## src/design/plmr_pkg.sv

```systemverilog
// Purpose: shared constants and types of the loop mode and reset controller
// Assumes: 10 MHz ref_clk, 8-bit register port, four reference inputs
// Notes: register map offsets are word indices on the plain register port
package plmr_pkg;
    localparam int DW = 8;
    localparam int AW = 3;
    localparam int NIN = 4;
    localparam int SELW = 2;
    localparam int BWW = 4;
    // nonvolatile image: one word per configuration register
    localparam int NVM_WORDS = 4;
    localparam int NVM_AW = 2;
    localparam int CNTW = 3;
    localparam logic [CNTW-1:0] NVM_LAST = 3'h4;
    // register map
    localparam logic [AW-1:0] A_CTRL = 3'h0;
    localparam logic [AW-1:0] A_BWN = 3'h1;
    localparam logic [AW-1:0] A_BWF = 3'h2;
    localparam logic [AW-1:0] A_PLAN = 3'h3;
    localparam logic [AW-1:0] A_STAT = 3'h4;
    localparam logic [AW-1:0] A_FLAG = 3'h5;
    localparam logic [AW-1:0] A_LOLS = 3'h6;
    localparam logic [AW-1:0] A_CMD = 3'h7;
    // control and command register fields
    localparam int C_FAST = 0;
    localparam int C_AUTO = 1;
    localparam int C_SOFT = 2;
    localparam int C_HARD = 3;
    localparam int C_SEL = 4;
    localparam int K_STORE = 0;
    // bandwidth codes: 0 is 20 Hz, BW_MAX is 4 kHz
    localparam logic [BWW-1:0] BW_MAX = 4'h9;
    // history retention
    localparam int CLK_HZ = 10_000_000;
    localparam logic [DW-1:0] HIST_MAX_S = 8'h78;
    localparam int SECW = 24;
    typedef enum logic [2:0] {
        M_INIT = 3'h0,
        M_FREE = 3'h1,
        M_ACQ = 3'h3,
        M_LOCK = 3'h2,
        M_HOLD = 3'h6,
        M_FRZ = 3'h7
    } plmr_mode_type;
endpackage : plmr_pkg

```

## src/design/plmr_ctrl.sv

```systemverilog
// Purpose: loop mode sequencer, reset handling, config load and status flags
// Assumes: inputs synchronous to ref_clk; nvm read data one cycle after address
// Notes: the register port stands for the serial front end
`timescale 1ns/100ps
module plmr_ctrl #(
    parameter int CYC_PER_S = plmr_pkg::CLK_HZ
) (
    input wire logic ref_clk,
    input wire logic rstn,
    input wire logic hard_reset_pin_n,
    input wire logic [plmr_pkg::AW-1:0] reg_addr,
    input wire logic [plmr_pkg::DW-1:0] reg_wdata,
    input wire logic reg_wr,
    input wire logic reg_rd,
    output logic [plmr_pkg::DW-1:0] reg_rdata,
    output logic nvm_rd,
    output logic nvm_we,
    output logic [plmr_pkg::NVM_AW-1:0] nvm_addr,
    output logic [plmr_pkg::DW-1:0] nvm_wdata,
    input wire logic [plmr_pkg::DW-1:0] nvm_rdata,
    input wire logic [plmr_pkg::NIN-1:0] in_clk_valid,
    input wire logic [plmr_pkg::NIN-1:0] in_off_freq,
    input wire logic loop_locked,
    output logic init_done,
    output logic out_clk_en,
    output logic loop_from_input,
    output logic [2:0] loop_mode,
    output logic [plmr_pkg::BWW-1:0] loop_bw,
    output logic [plmr_pkg::SELW-1:0] sel_input,
    output logic hist_store_en,
    output logic lock_loss_indicator,
    output logic [plmr_pkg::NIN-1:0] input_signal_absent_flag,
    output logic [plmr_pkg::NIN-1:0] input_off_frequency_flag
);
    // lowest-index valid input wins in automatic selection
    function automatic logic [plmr_pkg::SELW-1:0] pick_valid(input logic [plmr_pkg::NIN-1:0] v);
        logic [plmr_pkg::SELW-1:0] p;
        p = '0;
        for (int i = plmr_pkg::NIN - 1; i >= 0; i--)
        begin
            if (v[i])
                p = plmr_pkg::SELW'(i);
        end
        return p;
    endfunction : pick_valid

    // bandwidth codes above the top setting clamp to 4 kHz
    function automatic logic [plmr_pkg::BWW-1:0] bw_clamp(input logic [plmr_pkg::DW-1:0] d);
        return (d[plmr_pkg::BWW-1:0] > plmr_pkg::BW_MAX) ? plmr_pkg::BW_MAX : d[plmr_pkg::BWW-1:0];
    endfunction : bw_clamp

    plmr_pkg::plmr_mode_type mode_r, mode_nxt;
    logic [plmr_pkg::DW-1:0] cfg_r [plmr_pkg::NVM_WORDS];
    logic [plmr_pkg::CNTW-1:0] ld_cnt_r;
    logic [plmr_pkg::CNTW-1:0] st_cnt_r;
    logic hard_req_r, soft_req_r;
    logic [plmr_pkg::BWW-1:0] bwn_act_r, bwf_act_r;
    logic [plmr_pkg::DW-1:0] plan_act_r;
    logic fast_act_r, auto_act_r;
    logic [plmr_pkg::SELW-1:0] man_sel_act_r;
    logic [plmr_pkg::NIN-1:0] los_r, oof_r;
    logic lol_sticky_r, lol_r, oen_r;
    logic [plmr_pkg::DW-1:0] rdata_r;
    logic [plmr_pkg::SECW-1:0] sec_cnt_r;
    logic [plmr_pkg::DW-1:0] hist_age_r;
    logic [plmr_pkg::BWW-1:0] bw_r;

    // any hard reset source puts the whole block back to power-up state
    wire hrst = !rstn || !hard_reset_pin_n || hard_req_r;
    wire in_init = (mode_r == plmr_pkg::M_INIT);
    wire bus_ok = !in_init;
    wire wr_ok = reg_wr && bus_ok;
    wire rd_ok = reg_rd && bus_ok;
    wire wr_ctrl = wr_ok && (reg_addr == plmr_pkg::A_CTRL);
    wire wr_flag = wr_ok && (reg_addr == plmr_pkg::A_FLAG);
    wire wr_lols = wr_ok && (reg_addr == plmr_pkg::A_LOLS);
    wire wr_cmd = wr_ok && (reg_addr == plmr_pkg::A_CMD);
    wire storing = (st_cnt_r != '0);
    wire ld_cap = in_init && (ld_cnt_r != '0);
    wire ld_done = in_init && (ld_cnt_r == plmr_pkg::NVM_LAST);
    wire cfg_write = wr_ok && (reg_addr < plmr_pkg::A_STAT) && !storing;
    wire [plmr_pkg::NVM_AW-1:0] ld_idx = plmr_pkg::NVM_AW'(ld_cnt_r - 3'h1);
    wire [plmr_pkg::NVM_AW-1:0] st_idx = plmr_pkg::NVM_AW'(st_cnt_r - 3'h1);

    // input selection, manual or automatic on applied settings
    wire any_valid = |in_clk_valid;
    wire [plmr_pkg::SELW-1:0] sel_w = auto_act_r ? pick_valid(in_clk_valid) : man_sel_act_r;
    wire sel_valid = in_clk_valid[sel_w];
    wire hist_valid = (hist_age_r != '0);
    wire sec_tick = (sec_cnt_r == plmr_pkg::SECW'(CYC_PER_S - 1));
    // lost input with nowhere to go: holdover if history exists, else freeze
    wire plmr_pkg::plmr_mode_type fail_mode = hist_valid ? plmr_pkg::M_HOLD : plmr_pkg::M_FRZ;

    // mode sequencer
    always_comb
    begin
        mode_nxt = mode_r;
        case (mode_r)
            plmr_pkg::M_INIT:
                if (ld_done)
                    mode_nxt = plmr_pkg::M_FREE;
            plmr_pkg::M_FREE:
                if (any_valid)
                    mode_nxt = plmr_pkg::M_ACQ;
            plmr_pkg::M_ACQ:
                if (!any_valid)
                    mode_nxt = fail_mode;
                else if (sel_valid && loop_locked)
                    mode_nxt = plmr_pkg::M_LOCK;
            plmr_pkg::M_LOCK:
                if (!any_valid)
                    mode_nxt = fail_mode;
                else if (!sel_valid || !loop_locked)
                    mode_nxt = plmr_pkg::M_ACQ;
            plmr_pkg::M_HOLD, plmr_pkg::M_FRZ:
                if (any_valid)
                    mode_nxt = plmr_pkg::M_ACQ;
            default:
                mode_nxt = plmr_pkg::M_INIT;
        endcase
        // soft reset overrides the sequence but never the init phase
        if (soft_req_r && !in_init)
            mode_nxt = plmr_pkg::M_FREE;
    end

    // state register, edge driven, init again on any hard reset
    always_ff @(posedge ref_clk)
    begin
        if (hrst)
            mode_r <= plmr_pkg::M_INIT;
        else
            mode_r <= mode_nxt;
    end

    // nvm load counter: address goes out, word returns one cycle later
    always_ff @(posedge ref_clk)
    begin
        if (hrst)
            ld_cnt_r <= '0;
        else if (in_init && !ld_done)
            ld_cnt_r <= ld_cnt_r + 3'h1;
    end

    // configuration words: nvm load, then register writes
    always_ff @(posedge ref_clk)
    begin
        if (hrst)
        begin
            for (int i = 0; i < plmr_pkg::NVM_WORDS; i++)
                cfg_r[i] <= '0;
        end
        else if (ld_cap)
            cfg_r[ld_idx] <= nvm_rdata;
        else if (cfg_write)
            cfg_r[reg_addr[plmr_pkg::NVM_AW-1:0]] <= reg_wdata;
    end

    // reset request bits self-clear; hard one clears through its own reset
    always_ff @(posedge ref_clk)
    begin
        if (hrst)
        begin
            hard_req_r <= 1'b0;
            soft_req_r <= 1'b0;
        end
        else
        begin
            hard_req_r <= wr_ctrl && reg_wdata[plmr_pkg::C_HARD];
            soft_req_r <= wr_ctrl && reg_wdata[plmr_pkg::C_SOFT];
        end
    end

    // applied settings change only at end of load or on soft reset,
    // so a half-written configuration never reaches the loop
    wire apply = ld_done || (soft_req_r && !in_init);
    always_ff @(posedge ref_clk)
    begin
        if (hrst)
        begin
            bwn_act_r <= '0;
            bwf_act_r <= '0;
            plan_act_r <= '0;
            fast_act_r <= 1'b0;
            auto_act_r <= 1'b0;
            man_sel_act_r <= '0;
        end
        else if (apply)
        begin
            // normal word landed two edges before load end; nvm_rdata now holds the plan word
            bwn_act_r <= bw_clamp(cfg_r[1]);
            bwf_act_r <= bw_clamp(cfg_r[2]);
            plan_act_r <= ld_done ? nvm_rdata : cfg_r[3];
            fast_act_r <= cfg_r[0][plmr_pkg::C_FAST];
            auto_act_r <= cfg_r[0][plmr_pkg::C_AUTO];
            man_sel_act_r <= cfg_r[0][plmr_pkg::C_SEL +: plmr_pkg::SELW];
        end
    end

    // store sequence writes the current configuration back to nvm
    always_ff @(posedge ref_clk)
    begin
        if (hrst)
            st_cnt_r <= '0;
        else if (st_cnt_r == plmr_pkg::NVM_LAST)
            st_cnt_r <= '0;
        else if (storing || (wr_cmd && reg_wdata[plmr_pkg::K_STORE]))
            st_cnt_r <= st_cnt_r + 3'h1;
    end
    assign nvm_rd = in_init && !ld_done;
    assign nvm_we = storing;
    assign nvm_addr = storing ? st_idx : plmr_pkg::NVM_AW'(ld_cnt_r);
    assign nvm_wdata = storing ? cfg_r[st_idx] : '0;

    // sticky flags: a set in the clearing cycle survives
    always_ff @(posedge ref_clk)
    begin
        if (hrst)
        begin
            los_r <= '0;
            oof_r <= '0;
            lol_sticky_r <= 1'b0;
        end
        else if (!in_init)
        begin
            los_r <= (los_r & ~(wr_flag ? reg_wdata[3:0] : 4'h0)) | ~in_clk_valid;
            oof_r <= (oof_r & ~(wr_flag ? reg_wdata[7:4] : 4'h0)) | in_off_freq;
            lol_sticky_r <= (lol_sticky_r && !(wr_lols && reg_wdata[0])) || lol_r;
        end
    end

    // history age in seconds, retained while locked, capped at 120 s
    always_ff @(posedge ref_clk)
    begin
        if (hrst || mode_r != plmr_pkg::M_LOCK || sec_tick)
            sec_cnt_r <= '0;
        else
            sec_cnt_r <= sec_cnt_r + 24'h1;
    end
    always_ff @(posedge ref_clk)
    begin
        if (hrst)
            hist_age_r <= '0;
        else if (mode_r == plmr_pkg::M_LOCK && sec_tick && hist_age_r < plmr_pkg::HIST_MAX_S)
            hist_age_r <= hist_age_r + 8'h1;
    end

    // output-side state, all registered
    always_ff @(posedge ref_clk)
    begin
        if (hrst)
        begin
            lol_r <= 1'b1;
            oen_r <= 1'b0;
            bw_r <= '0;
        end
        else
        begin
            lol_r <= (mode_nxt != plmr_pkg::M_LOCK);
            oen_r <= (mode_nxt != plmr_pkg::M_INIT);
            bw_r <= (mode_nxt == plmr_pkg::M_ACQ && fast_act_r) ? bwf_act_r : bwn_act_r;
        end
    end

    // register read mux; the command address reads history age, refused reads give zero
    wire [plmr_pkg::DW-1:0] stat_w = {hist_valid, storing, bus_ok, lol_r, mode_r, 1'b0};
    wire [plmr_pkg::DW-1:0] rd_mux =
        (reg_addr < plmr_pkg::A_STAT) ? cfg_r[reg_addr[plmr_pkg::NVM_AW-1:0]] :
        (reg_addr == plmr_pkg::A_STAT) ? stat_w :
        (reg_addr == plmr_pkg::A_FLAG) ? {oof_r, los_r} :
        (reg_addr == plmr_pkg::A_LOLS) ? {7'h00, lol_sticky_r} :
        hist_age_r;
    always_ff @(posedge ref_clk)
    begin
        if (hrst)
            rdata_r <= '0;
        else
            rdata_r <= rd_ok ? rd_mux : '0;
    end

    assign reg_rdata = rdata_r;
    assign init_done = bus_ok;
    assign out_clk_en = oen_r;
    // in free-run, acquisition and freeze the outputs ride the oscillator
    assign loop_from_input = (mode_r == plmr_pkg::M_LOCK);
    assign loop_mode = mode_r;
    assign loop_bw = bw_r;
    assign sel_input = sel_w;
    assign hist_store_en = (mode_r == plmr_pkg::M_LOCK);
    assign lock_loss_indicator = lol_r;
    assign input_signal_absent_flag = los_r;
    assign input_off_frequency_flag = oof_r;
endmodule : plmr_ctrl

```

## config.mk

```make
export PLATFORM = sky130hd
export DESIGN_NAME = plmr_ctrl
export DESIGN_NICKNAME = d
export VERILOG_FILES = /design/src/design/plmr_pkg.sv /design/src/design/plmr_ctrl.sv
export SDC_FILE = /design/constraint.sdc
export NUM_CORES = 1
export LEC_CHECK = 0
export ABC_AREA = 1
export BUFFER_PORTS_ARGS = -buffer_cell sky130_fd_sc_hd__buf_2
export CAP_MARGIN = 20
export CORE_ASPECT_RATIO = 2
export CORE_UTILIZATION = 25
export DETAILED_ROUTE_END_ITERATION = 10
export GPL_TIMING_DRIVEN = 1
export PLACE_DENSITY = 0.49
export SLEW_MARGIN = 20
export SYNTH_ARGS = -nofsm -noshare
export SYNTH_HDL_FRONTEND = slang
export SYNTH_SLANG_ARGS = --single-unit
```

## constraint.sdc

```tcl
create_clock -name ref_clk -period 7.85 [get_ports ref_clk]
set_input_delay 0 -clock ref_clk [delete_from_list [all_inputs] [get_ports ref_clk]]
set_output_delay 0 -clock ref_clk [all_outputs]
set_load 0.1 [all_outputs]
```

# Word-level counts from Yosys, hierarchy flattened
# Memories as Yosys holds them, arrays and structs flattened. A register that Yosys moved wholly into a read port is not among the register bits.
# Index checks and enable logic that the tools add are counted.
# word_totals
reg_bits	74
latchBits	0
ram_bits	32
romBits	0
inputBits	33
output_inout_bits	42
word_cells	142
n_memories	1
# memory_table
memory	depth	word_bits	rd	rd_clocked_by_memory_dff	wr	line_no	rtl
cfg_r	4	8	5	1	4	plmr_ctrl.sv:53	logic [plmr_pkg::DW-1:0] cfg_r [plmr_pkg::NVM_WORDS];
# op_classes
add_sub_neg	6
multipliers	0
div_mod_pow	0
n_lt_le_gt_ge	5
n_eq_ne	15
n_shift	0
muxes	42
n_bitwise	8
reduce_logical	49
# ops
cell	count
$mux W8	7
$add A24 B1 Y24 const B	1
$eq A24 B24 Y1 const B	1
$eq A3 B3 Y1 const B	8
$logic_and A1 B1 Y1	21
$mux W3	7
$mux W4	5
$mux W2	8
$reduce_or A8 Y1	2
$mux W1	13
$not A4 Y4	3
$pmux W3 S4	1
$eq A3 B2 Y1 const B	3
$reduce_bool A3 Y1	3
$add A8 B1 Y8 const B	1
$and A4 B4 Y4	2
$gt A4 B4 Y1 const B	2
$logic_not A1 Y1	8
$logic_or A1 B1 Y1	8
$lt A8 B7 Y1 const B	1
$or A4 B4 Y4	2
$reduce_bool A8 Y1	1
$add A3 B1 Y3 const B	2
$logic_not A3 Y1	2
10 further kinds	13

# Logic depth before layout (Yosys ltp)
# logic_depth
word_depth	16
mapped_depth	13
ltp_nobuf	13

# Worst setup path after synthesis
# Ideal clock, no wire load.
# synth_path
kind	register to output
start	register st_cnt_r[0] in the netlist's numbering
end	output nvm_wdata[7] in the netlist's numbering
arrival_ns	4.900
required_time_ns	7.850
slack_ns	2.950
stages_incl_launch_ff	9
n_path_buf	4
cell_sequence	dfxtp_1 > clkbuf_1 > inv_1 > clkbuf_1 > buf_2 > ha_1 > clkbuf_1 > clkinv_1 > o41ai_1
# synth_between
elab_chain_len	3
word_cells_on_any_way	4
classes_between	1 x add/sub; 1 x mux; 1 x reduce/logical; 1 x memory
# synth_lines
element	line_no	rtl
start: declaration	plmr_ctrl.sv:55	logic [plmr_pkg::CNTW-1:0] st_cnt_r;
start signal: assignment	plmr_ctrl.sv:207	st_cnt_r <= st_cnt_r + 3'h1;
$sub A2 B1 Y2	plmr_ctrl.sv:83	wire [plmr_pkg::NVM_AW-1:0] st_idx = plmr_pkg::NVM_AW'(st_cnt_r - 3'h1);
via st_idx (one bit)	plmr_ctrl.sv:83	
$mem_v2 Z4 W8	-	
$mux W8	plmr_ctrl.sv:212	assign nvm_wdata = storing ? cfg_r[st_idx] : '0;
end: declaration	plmr_ctrl.sv:19	output logic [plmr_pkg::DW-1:0] nvm_wdata,
# The timed path passes the listed nets, and every way through them passes these cells.

==> results.txt <==
result of the run = complete, no violations
post-route minimum period = 3.39 ns
Root Buffer = clkbuf_16
Reg clk slew, reported paths = 0.09 ns
post_cts resized = 0
Final period util = 43.1%
Area after DPL = 0.00626 mm²
crit path max fanout = 20
# clock sinks = 110
P&R area growth vs syn = 17.6%
starting density of the core = 25.5%
vias per inst = 4.75
row count = 77
worst slew pin tran = 0.889 ns
sequential fraction of the synthesis area = 44.8%
I/O Buffers = 74
Post-DRT Antenna Nets = 0
top-area cell type share of the netlist area = 27.7%
routed len/inst = 17.9 µm
power per standard cell area = 169 mW/mm²
Die Span Y = 214 µm
Fin Setup TNS = 0 ns
DIE AREA = 0.0232 mm²
Final setup viols = 0
layout cell share with drive strength beyond 1 = 15.7%
largest net degree at the start of global routing = 28
Initial DRT Pass Iterations = 5
first-pass GRT wire length = 29.5 mm
Non-Filler Cell Area, Final = 0.00663 mm²
initial antenna violation count = 0
Max clock buf depth = 2
CP Launch Type = register
GRT Total Usage = 17.5%
# nets final = 859
Diodes inserted = 0
Synth Area per Inst = 7.58 µm²
CTS tree = yes
Mapped Area = 0.00564 mm²
peak supply drop = 0.138 mV
drt drc = 0
Slew HR = 40.6%
FF+latch count, synth = 110
Worst-Skew Late Latency = 0.36 ns
EDFF count, synth = 32
FMAX = 0.295 GHz
IO Pins = 75
TritonCTS Buffers = 9
RePlAce Congestion = 0.969
Synth area leader = dfxtp_1
Yosys warning total = 0
RSZ-0062 raised after global routing = false
Top FF cell, synth = dfxtp_1
async set-reset flop share out of synthesis = 0%
vias = 5223
Post-DP HPWL = 15.8 mm
H-tree Lvls = 3
Setup Crit Path Kind = register to register
Arrival @ worst endpoint = 3.38 ns
Iteration-0 DRC Markers = 190
Hold WC Path Type = input port to register
Max-cap violations = 0
Final Hold Viols = 0
vias in the first global route = 5265
post-synthesis net count = 783
Die X = 108 µm
core area = 0.0221 mm²
static leakage = 2.59 nW
Required @ worst endpoint = 7.84 ns
Syn Inst Count = 743
fillers = 2359
Cell variety after synth = 48
drt total wl = 19.6 mm
Crit. End Element = register
skew final = 0.0175 ns
total gr overflow = 0
Slew Limit Fails = 0
Area contributors post-synth = dfxtp_1, edfxtp_1, nand2_1
state kept, by name, indices dropped and copies added, names as in the netlist, 2 cells and up:
register / flops
st_cnt_r: 3
input_off_frequency_flag: 4
hist_age_r: 8
sec_cnt_r: 24
man_sel_act_r: 2
reg_rdata: 8
ld_cnt_r: 3
loop_bw: 4
cfg_r: 32
loop_mode: 3
bwn_act_r: 4
bwf_act_r: 4
input_signal_absent_flag: 4
worst max-delay path: stages, from the launching register on:
cell and delay [ns]:
dfxtp_1 0.66, inv_1 0.39, ha_1 0.33, inv_1 0.05
nor2_1 0.03, buf_4 0.19, nand3_1 0.42, o21a_1 0.27
nand2_1 0.07, a31oi_1 0.60
power by group:
part	leakage [nW]	switching (mW)	total, mW	internal, mW
registers	0.986	0.0103	0.604	0.593
logic	1.47	0.0516	0.0724	0.0208
clock network	0.137	0.223	0.442	0.219
total	2.59	0.285	1.12	0.833
layout make-up:
| cell class | count | area [µm²] | share of cell area, % |
|---|---|---|---|
| Clock buffer | 10 | 229 | 3.45 |
| Clock inverter | 6 | 43.8 | 0.661 |
| Inverter | 100 | 375 | 5.66 |
| Multi-Input combinational cell | 514 | 2640 | 39.9 |
| Sequential cell | 110 | 2520 | 38.1 |
| Tap cell | 276 | 345 | 5.21 |
| Timing Repair Buffer | 84 | 468 | 7.06 |
synth_stat cells (4+ instances only):
cell	number
a21oi_1	69
buf_2	6
a31oi_1	5
o21a_1	11
o211ai_1	5
nor2_4	4
ha_1	7
inv_1	93
dfxtp_1	78
xor2_1	5
nand2_4	7
clkbuf_1	10
inv_2	6
nor2_2	6
nand2_2	5
nor2_1	107
nand2_1	136
edfxtp_1	32
nor3_1	17
nand4_1	10
nor4_1	6
o21ai_0	51
nand3_1	28
worst paths after layout:
kind,from,to,slack [ns],depth (start not counted)
hold / removal,reg_wdata[3],hard_req_r,0.02,3
setup reg to reg,st_cnt_r[0],cfg_r[3][3],4.46,9
hold reg to reg,bwf_act_r[3],bwf_act_r[3],0.46,2
setup / recovery,st_cnt_r[0],cfg_r[3][3],4.46,9
cells by family (layout without fill, tap and decap cells):
group / count (synthesis) / in the layout / share of synthesized area (%)
flops: 110 / 110 / 44.8
buf+inv: 119 / 200 / 8.33
fa+ha+maj: 7 / 7 / 1.55
xor+xnor: 7 / 7 / 1.09
simple gates: 341 / 341 / 28.2
compound gates: 159 / 159 / 16.1
metrics by stage:
stage          std cells  power [mW]  util [%]  hold slack, ns  setup WS (ns)
6_report            1100        1.12      30.0          0.0196           4.46
5_1_grt             1100        1.15      30.0          0.0321           4.11
4_1_cts             1100        1.13      30.0         0.00510           4.48
3_5_place_dp        1075       0.685      28.4           0.268           4.48
3_3_place_gp        1075       0.686      28.4           0.271           4.52
2_1_floorplan        743       0.650         -           0.149           2.95
per-layer routing:
metal	share of wire, %	GRT usage, %
met1	34	15.9
met2	57	34.8
met3	3.5	2.28
met4	5.2	10.7
met5	0	0
cells in the final DEF, fill, tap and decap left out, types with 3 or more instances in the layout:
| master | synthesis | layout |
|---|---|---|
| a211oi_1 | 3 | 3 |
| a21oi_1 | 69 | 69 |
| a221oi_1 | 3 | 3 |
| a22oi_1 | 3 | 3 |
| a31oi_1 | 5 | 5 |
| buf_2 | 6 | 74 |
| clkbuf_16 | 0 | 9 |
| dfxtp_1 | 78 | 78 |
| dlygate4sd3_1 | 0 | 9 |
| edfxtp_1 | 32 | 32 |
| ha_1 | 7 | 7 |
| inv_1 | 93 | 93 |
| inv_2 | 6 | 6 |
| nand2_1 | 136 | 136 |
| nand2_2 | 5 | 5 |
| nand2_4 | 7 | 7 |
| nand3_1 | 28 | 28 |
| nand4_1 | 10 | 10 |
| nor2_1 | 107 | 107 |
| nor2_2 | 6 | 6 |
| nor2_4 | 4 | 4 |
| nor3_1 | 17 | 17 |
| nor4_1 | 6 | 6 |
| o211ai_1 | 5 | 5 |
| o21a_1 | 11 | 11 |
| o21ai_0 | 51 | 51 |
| or2_2 | 3 | 3 |
| xor2_1 | 5 | 5 |
what timing repair did:
action / in CTS / in global routing
setup buffers: 0 / 0
hold buffers: 9 / 0
endpoints found under the hold margin: 9 / 0
No activity file was read; power rests on OpenSTA's default activity.
